### src/rtl/fput_pkg.sv
// Package: constants and carrier types of the floating-point trap unit
// ==========================================================================
package fput_pkg;

    // ======================================================================
    // Frame, vector, status register and prefetch constants
    localparam logic [3:0]  FMT_FP_UNIMP   = 4'h4;
    localparam logic [3:0]  FMT_NORMAL     = 4'h0;
    localparam logic [7:0]  VEC_FLINE      = 8'h0B;
    localparam logic [31:0] EA_NONE        = 32'h0000_0000;
    localparam int          FRAME_WORDS_FP = 8;
    localparam int          FRAME_WORDS_NM = 4;
    localparam int          SR_BIT_T1      = 15;
    localparam int          SR_BIT_T0      = 14;
    localparam int          SR_BIT_S       = 13;
    localparam logic [15:0] SR_RESET       = 16'h2700;
    localparam logic [3:0]  PREFETCH_WORDS = 4'h3;

    // ======================================================================
    // Effective address mode codes (bits 5:3 of the opcode)
    localparam logic [2:0] MODE_DREG = 3'h0;
    localparam logic [2:0] MODE_AREG = 3'h1;
    localparam logic [2:0] MODE_IND  = 3'h2;
    localparam logic [2:0] MODE_POST = 3'h3;
    localparam logic [2:0] MODE_PRE  = 3'h4;
    localparam logic [2:0] MODE_DISP = 3'h5;
    localparam logic [2:0] MODE_EXT  = 3'h7;

    // Decoded instruction handed from the pipeline
    typedef struct packed {
        logic [15:0] opword;
        logic [15:0] ext0;
        logic [31:0] addr_reg;
        logic [31:0] pc;
        logic [31:0] next_pc;
        logic [2:0]  size_bytes;
    } fput_instr_t;

    // One stack write: word index and long-word data
    typedef struct packed {
        logic [2:0]  index;
        logic [31:0] data;
    } fput_stack_t;

endpackage

### src/rtl/fput_trap.sv
// Exception sequencer for unimplemented floating-point and F-line traps
`timescale 1ns/1ps
`default_nettype none
module fput_trap (
    // Clock and reset
    input  wire logic                  clk,
    input  wire logic                  rstn,
    // Instruction issue
    input  wire logic                  instr_valid,
    input  wire fput_pkg::fput_instr_t instr,
    // Pipeline drain state
    input  wire logic                  pipe_busy,
    input  wire logic                  wb_pending,
    input  wire logic                  wb_fault,
    input  wire logic                  exc_busy,
    // Return from the access error handler
    input  wire logic                  return_from_exception,
    // Current status register
    input  wire logic [15:0]           status_register,
    // Stack write port
    output logic                       stack_we,
    output fput_pkg::fput_stack_t      stack_wr,
    input  wire logic                  stack_ack,
    // Vector fetch port
    output logic                       vec_req,
    output logic [7:0]                 vec_num,
    input  wire logic                  vec_ack,
    input  wire logic [31:0]           vec_addr,
    // Prefetch port
    input  wire logic                  prefetch_done,
    // Results to the integer unit
    output logic                       access_err,
    output logic                       fp_pending,
    output logic                       sr_write,
    output logic [15:0]                sr_new,
    output logic                       handler_start,
    output logic [31:0]                handler_pc,
    output logic                       busy,
    // Legacy pins
    input  wire logic                  cache_disable_input,
    input  wire logic [2:0]            interrupt_level_inputs,
    input  wire logic                  scan_select_pin,
    output logic                       small_buffer_mode,
    output logic                       scan_select_out
);
    import fput_pkg::*;

    typedef enum logic [2:0] {
        S_IDLE, S_DRAIN, S_AERR, S_WAIT_RTE, S_ENTRY,
        S_FRAME, S_VECTOR, S_PREFETCH
    } fput_state_t;

    fput_state_t state, next_state;
    logic        is_fline, is_fp;
    logic [31:0] ea_calc;
    logic        is_fp_q, next_is_fp_q;
    logic [31:0] ea_q, next_ea_q;
    logic [31:0] pc_q, next_pc_q;
    logic [31:0] npc_q, next_npc_q;
    logic [15:0] sr_copy, next_sr_copy;
    logic [2:0]  widx, next_widx;
    logic        stack_we_q, next_stack_we;
    fput_stack_t stack_q, next_stack;
    logic        vec_req_q, next_vec_req;
    logic        aerr_q, next_aerr;
    logic        pend_q, next_pend;
    logic        srw_q, next_srw;
    logic [15:0] srn_q, next_srn;
    logic        hs_q, next_hs;
    logic [31:0] hpc_q, next_hpc;
    logic        scan_s1, scan_s2;
    logic        fault_seen, next_fault_seen;
    logic        busy_q, next_busy;
    logic [7:0]  vec_num_q;

    fput_decode u_decode (
        .instr    (instr),
        .is_fline (is_fline),
        .is_fp    (is_fp),
        .ea       (ea_calc)
    );

    // Frame word selection; the vector offset word carries format and vector
    function automatic logic [31:0] frame_word(input logic [2:0] i,
                                               input logic       fp,
                                               input logic [15:0] sr,
                                               input logic [31:0] npc,
                                               input logic [31:0] ea,
                                               input logic [31:0] fpc);
        logic [15:0] vo;
        vo = {(fp ? FMT_FP_UNIMP : FMT_NORMAL), 2'b00, VEC_FLINE, 2'b00};
        case (i)
            3'd0:    frame_word = {sr, npc[31:16]};
            3'd1:    frame_word = {npc[15:0], vo};
            3'd2:    frame_word = ea;
            3'd3:    frame_word = fpc;
            default: frame_word = 32'h0000_0000;
        endcase
    endfunction

    // ======================================================================
    // Sequencer
    always_comb begin
        next_state      = state;
        next_is_fp_q    = is_fp_q;
        next_ea_q       = ea_q;
        next_pc_q       = pc_q;
        next_npc_q      = npc_q;
        next_sr_copy    = sr_copy;
        next_widx       = widx;
        next_stack_we   = 1'b0;
        next_stack      = stack_q;
        next_vec_req    = vec_req_q;
        next_aerr       = 1'b0;
        next_pend       = pend_q;
        next_srw        = 1'b0;
        next_srn        = srn_q;
        next_hs         = 1'b0;
        next_hpc        = hpc_q;
        next_fault_seen = fault_seen;
        case (state)
            S_IDLE: begin
                if (instr_valid && is_fline) begin
                    next_is_fp_q    = is_fp;
                    next_ea_q       = is_fp ? ea_calc : EA_NONE;
                    next_pc_q       = instr.pc;
                    next_npc_q      = instr.next_pc;
                    next_fault_seen = 1'b0;
                    next_state      = S_DRAIN;
                end
            end
            S_DRAIN: begin
                if (wb_fault && is_fp_q) begin
                    next_fault_seen = 1'b1;
                end
                if (!pipe_busy && !wb_pending && !exc_busy) begin
                    if (fault_seen || (wb_fault && is_fp_q)) begin
                        next_state = S_AERR;
                    end else begin
                        next_state = S_ENTRY;
                    end
                end
            end
            S_AERR: begin
                next_aerr  = 1'b1;
                next_pend  = 1'b1;
                next_state = S_WAIT_RTE;
            end
            S_WAIT_RTE: begin
                if (return_from_exception) begin
                    next_pend       = 1'b0;
                    next_fault_seen = 1'b0;
                    next_state      = S_ENTRY;
                end
            end
            S_ENTRY: begin
                next_sr_copy = status_register;
                next_srn     = status_register;
                next_srn[SR_BIT_S]  = 1'b1;
                next_srn[SR_BIT_T1] = 1'b0;
                next_srn[SR_BIT_T0] = 1'b0;
                next_srw     = 1'b1;
                next_widx    = 3'd0;
                next_state   = S_FRAME;
            end
            S_FRAME: begin
                if (!stack_we_q || stack_ack) begin
                    if (stack_we_q && ((!is_fp_q && widx == 3'd2) ||
                                       (is_fp_q && widx == 3'd4))) begin
                        next_vec_req = 1'b1;
                        next_state   = S_VECTOR;
                    end else begin
                        next_stack_we    = 1'b1;
                        next_stack.index = widx;
                        next_stack.data  = frame_word(widx, is_fp_q,
                                               sr_copy, npc_q, ea_q, pc_q);
                        next_widx        = widx + 3'd1;
                    end
                end else begin
                    next_stack_we = 1'b1;
                end
            end
            S_VECTOR: begin
                if (vec_ack) begin
                    next_vec_req = 1'b0;
                    next_hpc     = vec_addr;
                    next_state   = S_PREFETCH;
                end
            end
            S_PREFETCH: begin
                if (prefetch_done) begin
                    next_hs    = 1'b1;
                    next_state = S_IDLE;
                end
            end
            default: next_state = S_IDLE;
        endcase
        // Busy is registered so that the port comes from a flop
        next_busy = (next_state != S_IDLE);
    end

    always_ff @(posedge clk or negedge rstn) begin
        if (!rstn) begin
            state      <= S_IDLE;
            is_fp_q    <= 1'b0;
            ea_q       <= EA_NONE;
            pc_q       <= 32'h0000_0000;
            npc_q      <= 32'h0000_0000;
            sr_copy    <= SR_RESET;
            widx       <= 3'd0;
            stack_we_q <= 1'b0;
            stack_q    <= '0;
            vec_req_q  <= 1'b0;
            aerr_q     <= 1'b0;
            pend_q     <= 1'b0;
            srw_q      <= 1'b0;
            srn_q      <= SR_RESET;
            hs_q       <= 1'b0;
            hpc_q      <= 32'h0000_0000;
            fault_seen <= 1'b0;
            busy_q     <= 1'b0;
            vec_num_q  <= VEC_FLINE;
        end else begin
            state      <= next_state;
            is_fp_q    <= next_is_fp_q;
            ea_q       <= next_ea_q;
            pc_q       <= next_pc_q;
            npc_q      <= next_npc_q;
            sr_copy    <= next_sr_copy;
            widx       <= next_widx;
            stack_we_q <= next_stack_we;
            stack_q    <= next_stack;
            vec_req_q  <= next_vec_req;
            aerr_q     <= next_aerr;
            pend_q     <= next_pend;
            srw_q      <= next_srw;
            srn_q      <= next_srn;
            hs_q       <= next_hs;
            hpc_q      <= next_hpc;
            fault_seen <= next_fault_seen;
            busy_q     <= next_busy;
            vec_num_q  <= VEC_FLINE;
        end
    end

    // ======================================================================
    // Legacy pins
    // scan select kept
    always_ff @(posedge clk or negedge rstn) begin
        if (!rstn) begin
            scan_s1 <= 1'b0;
            scan_s2 <= 1'b0;
        end else begin
            scan_s1 <= scan_select_pin;
            scan_s2 <= scan_s1;
        end
    end

    // fixed small buffers
    // Cache disable and interrupt level inputs reach no logic; small buffer mode is always set
    always_ff @(posedge clk or negedge rstn) begin
        if (!rstn) begin
            small_buffer_mode <= 1'b1;
        end else begin
            small_buffer_mode <= 1'b1;
        end
    end

    assign stack_we        = stack_we_q;
    assign stack_wr        = stack_q;
    assign vec_req         = vec_req_q;
    assign vec_num         = vec_num_q;
    assign access_err      = aerr_q;
    assign fp_pending      = pend_q;
    assign sr_write        = srw_q;
    assign sr_new          = srn_q;
    assign handler_start   = hs_q;
    assign handler_pc      = hpc_q;
    assign busy            = busy_q;
    assign scan_select_out = scan_s2;

endmodule
`default_nettype wire

### src/rtl/fput_decode.sv
// Partial decoder: class of an F-line opcode and its operand address
`timescale 1ns/1ps
`default_nettype none
module fput_decode (
    // Instruction
    input  wire fput_pkg::fput_instr_t instr,
    // Decode results
    output logic                       is_fline,
    output logic                       is_fp,
    output logic [31:0]                ea
);
    import fput_pkg::*;

    logic [2:0] mode;
    logic [2:0] reg_f;
    logic [2:0] cpid;

    assign mode  = instr.opword[5:3];
    assign reg_f = instr.opword[2:0];
    assign cpid  = instr.opword[11:9];

    always_comb begin
        is_fline = (instr.opword[15:12] == 4'hF);
        // fp class
        // Coprocessor id 1 with any type field (bits 8:6) other than 6 or 7
        is_fp = is_fline && (cpid == 3'h1) &&
                (instr.opword[8:6] != 3'h6) && (instr.opword[8:6] != 3'h7);
        case (mode)
            MODE_IND:  ea = instr.addr_reg;
            MODE_POST: ea = instr.addr_reg;
            MODE_PRE:  ea = instr.addr_reg - {29'h0, instr.size_bytes};
            MODE_DISP: ea = instr.addr_reg
                            + {{16{instr.ext0[15]}}, instr.ext0};
            MODE_EXT: begin
                if (reg_f == 3'h0) begin
                    ea = {{16{instr.ext0[15]}}, instr.ext0};
                end else if (reg_f == 3'h2) begin
                    ea = instr.pc + 32'h0000_0002
                         + {{16{instr.ext0[15]}}, instr.ext0};
                end else begin
                    ea = EA_NONE;
                end
            end
            default:   ea = EA_NONE;
        endcase
    end

endmodule
`default_nettype wire

### config.mk
export PLATFORM = sky130hd
export DESIGN_NAME = fput_trap
export DESIGN_NICKNAME = d
export VERILOG_FILES = /design/src/rtl/fput_pkg.sv /design/src/rtl/fput_trap.sv /design/src/rtl/fput_decode.sv
export SDC_FILE = /design/constraint.sdc
export NUM_CORES = 1
export LEC_CHECK = 0
export BUFFER_PORTS_ARGS = -buffer_cell sky130_fd_sc_hd__buf_2
export CAP_MARGIN = 20
export CORE_UTILIZATION = 45
export CTS_CLUSTER_DIAMETER = 120
export DETAILED_ROUTE_END_ITERATION = 12
export PLACE_DENSITY = 0.75
export SLEW_MARGIN = 20
export SYNTH_ARGS = -nofsm -noshare
export SYNTH_HDL_FRONTEND = slang
export SYNTH_HIERARCHICAL = 1
export SYNTH_SLANG_ARGS = --single-unit
### constraint.sdc
create_clock -name clk -period 2.06 [get_ports clk]
set_clock_uncertainty 0.2 [all_clocks]
set_input_delay 0.412 -clock clk [delete_from_list [all_inputs] [get_ports clk]]
set_output_delay 0.412 -clock clk [all_outputs]
set_load 0.1 [all_outputs]
==> run metrics <==
total grt overflow 0; syn_area_per_cell a little over 9 µm²; Main synth FF type dfrtp_1; vias per std cell approximately 5.6; Synth Instances 1463; synthesized flop and latch total 196; RSZ-0062 raised after global routing yes; cts bufs inserted 17; Placement Rows 62; Final #Nets 2368; multi-input combinational cell area slightly above 9000 µm²; largest net degree at the start of global routing 98; CTS Buffer Depth 2; boundary pin count 295; commonest cells in the netlist 330 x nand2_1, 192 x dfrtp_1, 106 x ha_1; largest cells by area after synthesis dfrtp_1 36%, ha_1 10%, nand2_1 9.3%, mux2_2 6.1%, a21oi_1 3.0%; register area share after synthesis a little under two fifths; RD Place Congestion approximately 0.94; Unique masters post-synth 84; critical path endpoint ea_q[19]; Final Util between 70% and 80%; worst vdd ir roughly 0.96 mV; Max Clock Freq 321 MHz; share of layout cells above drive strength 1 a little under half; Post-synth EDFFs 0; Tcrit/Tclk final 151%; full die area between 30000 and 40000 µm²; routing usage on met3 between 4 and 5%; H-tree level count 4; ys async rst share 100%; crit path DAT between 3000 and 4000 ps; initial antenna violation count 0; Netlist Area Pre-Place around 13000 µm²; Reg2Reg Depth 8; PwrDens approximately 1200 nW/µm²; Placed Area approximately 17000 µm²; Antenna Nets Post-Route 0; Final Critical Period 3120 ps; final setup vio count 47; WP data required approximately 2200 ps; leakage power between 10 and 15 nW; Worst Slack Setup Final -1060 ps; Final Power approximately 25 mW; Area growth syn-to-layout 52.5%; Hold WC Path Type in2reg; vias in the first global route approximately 14000; CTS tree built; initial core utilization 46.0%; hold path cells 2; PortBufs 277; Hold Fails Final Rpt 0; die extent in x between 150 and 200 µm; hold_ws 18.7 ps; register cell area after layout around 4900 µm²; cell area after layout 20300 µm²; hpwl dp around 35000 µm; maxcap violations 0; met2 Use GR a little over half; fillers 2173; slew margin rel. ~52%; post-placement setup slack -1750 ps; Worst Setup Start Kind input pin; Clock Pin Slew Worst Setup and Hold Paths around 70 ps; worst setup path startpoint instr[1]; first-pass GRT wire length approximately 74000 µm; CP max FO 6; Synth area leader dfrtp_1; clock root buffer clkbuf_16; wire per inst 19.5 µm; status finished with violations; Floorplan Core Area around 29000 µm²; Clock Latency Late Sink approximately 430 ps; reg2reg end stack_wr[32]; M1 GR Usage between 40 and 50%; crit end category flip-flop; worst reg-to-reg setup slack -40 ps; WL final between 40000 and 50000 µm; drt first pass iters 6; FF-to-FF Start widx[0]; Num Clock Sinks ~200; die height roughly 170 µm; Warnings, synthesis 6; top-count cell post-synth nand2_1; top-area cell type share of the netlist area between 30% and 40%; Crit Path Category in2reg; vias 13800; drc violations 0; DRT iter0 DRCs between 1000 and 1500; Slew Viols, Final 0; violated checks setup timing; GRT Total Usage 31.2%; global routing's busiest layer met2; Worst-Margin Slew between 700 and 800 ps
[metal layers]
layer	vias up	routed length, µm
met1	6646	20500
li1	6396	-
met3	101	3320
met5	-	0
met4	0	1220
met2	673	23100
[critical path, stage by stage]
cell and delay (ps):
buf_8 80, inv_4 30, ha_4 150, ha_4 160, a21oi_4 250, buf_4 170
a31o_4 100, ha_4 220, a21oi_1 180, o21ai_2 110, o21ai_2 220, nand2b_1 150
a221oi_4 340, o21ai_1 110, xor2_1 150, a221o_1 290, nand3_1 80, nand2_1 50
[cells in the final DEF, fill, tap and decap left out, types with 31 or more instances in the layout]
cell type        n
nor2_1          35
nand2_1        318
mux2_2          67
ha_4            32
ha_1            70
buf_2          267
buf_6           31
a21oi_1         47
buf_4          306
dfrtp_1        189
nand3_1         41
dlygate4sd3_1   49
[area by class of cell]
type,count,share of cell area [%]
Clock inverter,12,0.710
Multi-Input combinational cell,1132,44.7
Inverter,36,0.729
Tap cell,384,2.37
Clock buffer,20,2.30
Timing Repair Buffer,682,24.9
Sequential cell,196,24.2
Antenna cell,1,0.0123
[cell families (layout without fill, tap and decap cells)]
group	after synthesis	count (layout)	synth area share, %
and+or+nand+nor	515	515	17.2
xor gates and xnor gates	52	52	3.43
buffers and inverters	145	750	5.28
adders and majority gates	108	108	10.3
DFF	196	196	37.0
AOI/OAI and AO/OA	340	340	17.9
other	2	13	0.0565
muxes	105	105	8.86
[registers in the layout, summed over array words and instances (netlist names), 3 cells and up]
register and cells:
npc_q 32, widx 3, handler_pc 32, ea_q 32, sr_copy 16, state 3
pc_q 32, stack_wr 35
[timing repair]
action | CTS | global route
hold buffers | 49 | 0
setup buffers | 43 | 8
pin swaps | 134 | 57
resized for setup | 230 | 70
endpoints found under the hold margin | 83 | 0
setup endpoints to repair | 59 | 69
gates cloned | 4 | 3
[per-stage QoR]
stage | setup TNS, ps | std cells
floorplan | -30880 | 1473
global placement | -43080 | 2334
detailed placement | -43850 | 2334
CTS | -23290 | 2460
global route | -29580 | 2462
finish | -25020 | 2463
[report_power, final]
part | leakage, nW | internal (mW) | total (mW) | switching, mW
sequential | 2.59 | 5.26 | 6.23 | 0.975
combinational | 7.30 | 4.88 | 15.0 | 10.1
clock | 0.290 | 1.91 | 3.41 | 1.50
total | 10.2 | 12.0 | 24.6 | 12.6
[worst min path at each step]
stage | from | end | slack (ps)
final | status_register[5] | sr_copy[5] | 20
after global routing | status_register[5] | sr_copy[5] | 2
after CTS | vec_addr[16] | handler_pc[16] | 0.6
after detailed placement | scan_s1 | scan_select_out | 150
after global placement | scan_s1 | scan_select_out | 140
after floorplan | rstn | access_err | -80
No activity file was read; power rests on OpenSTA's default activity.
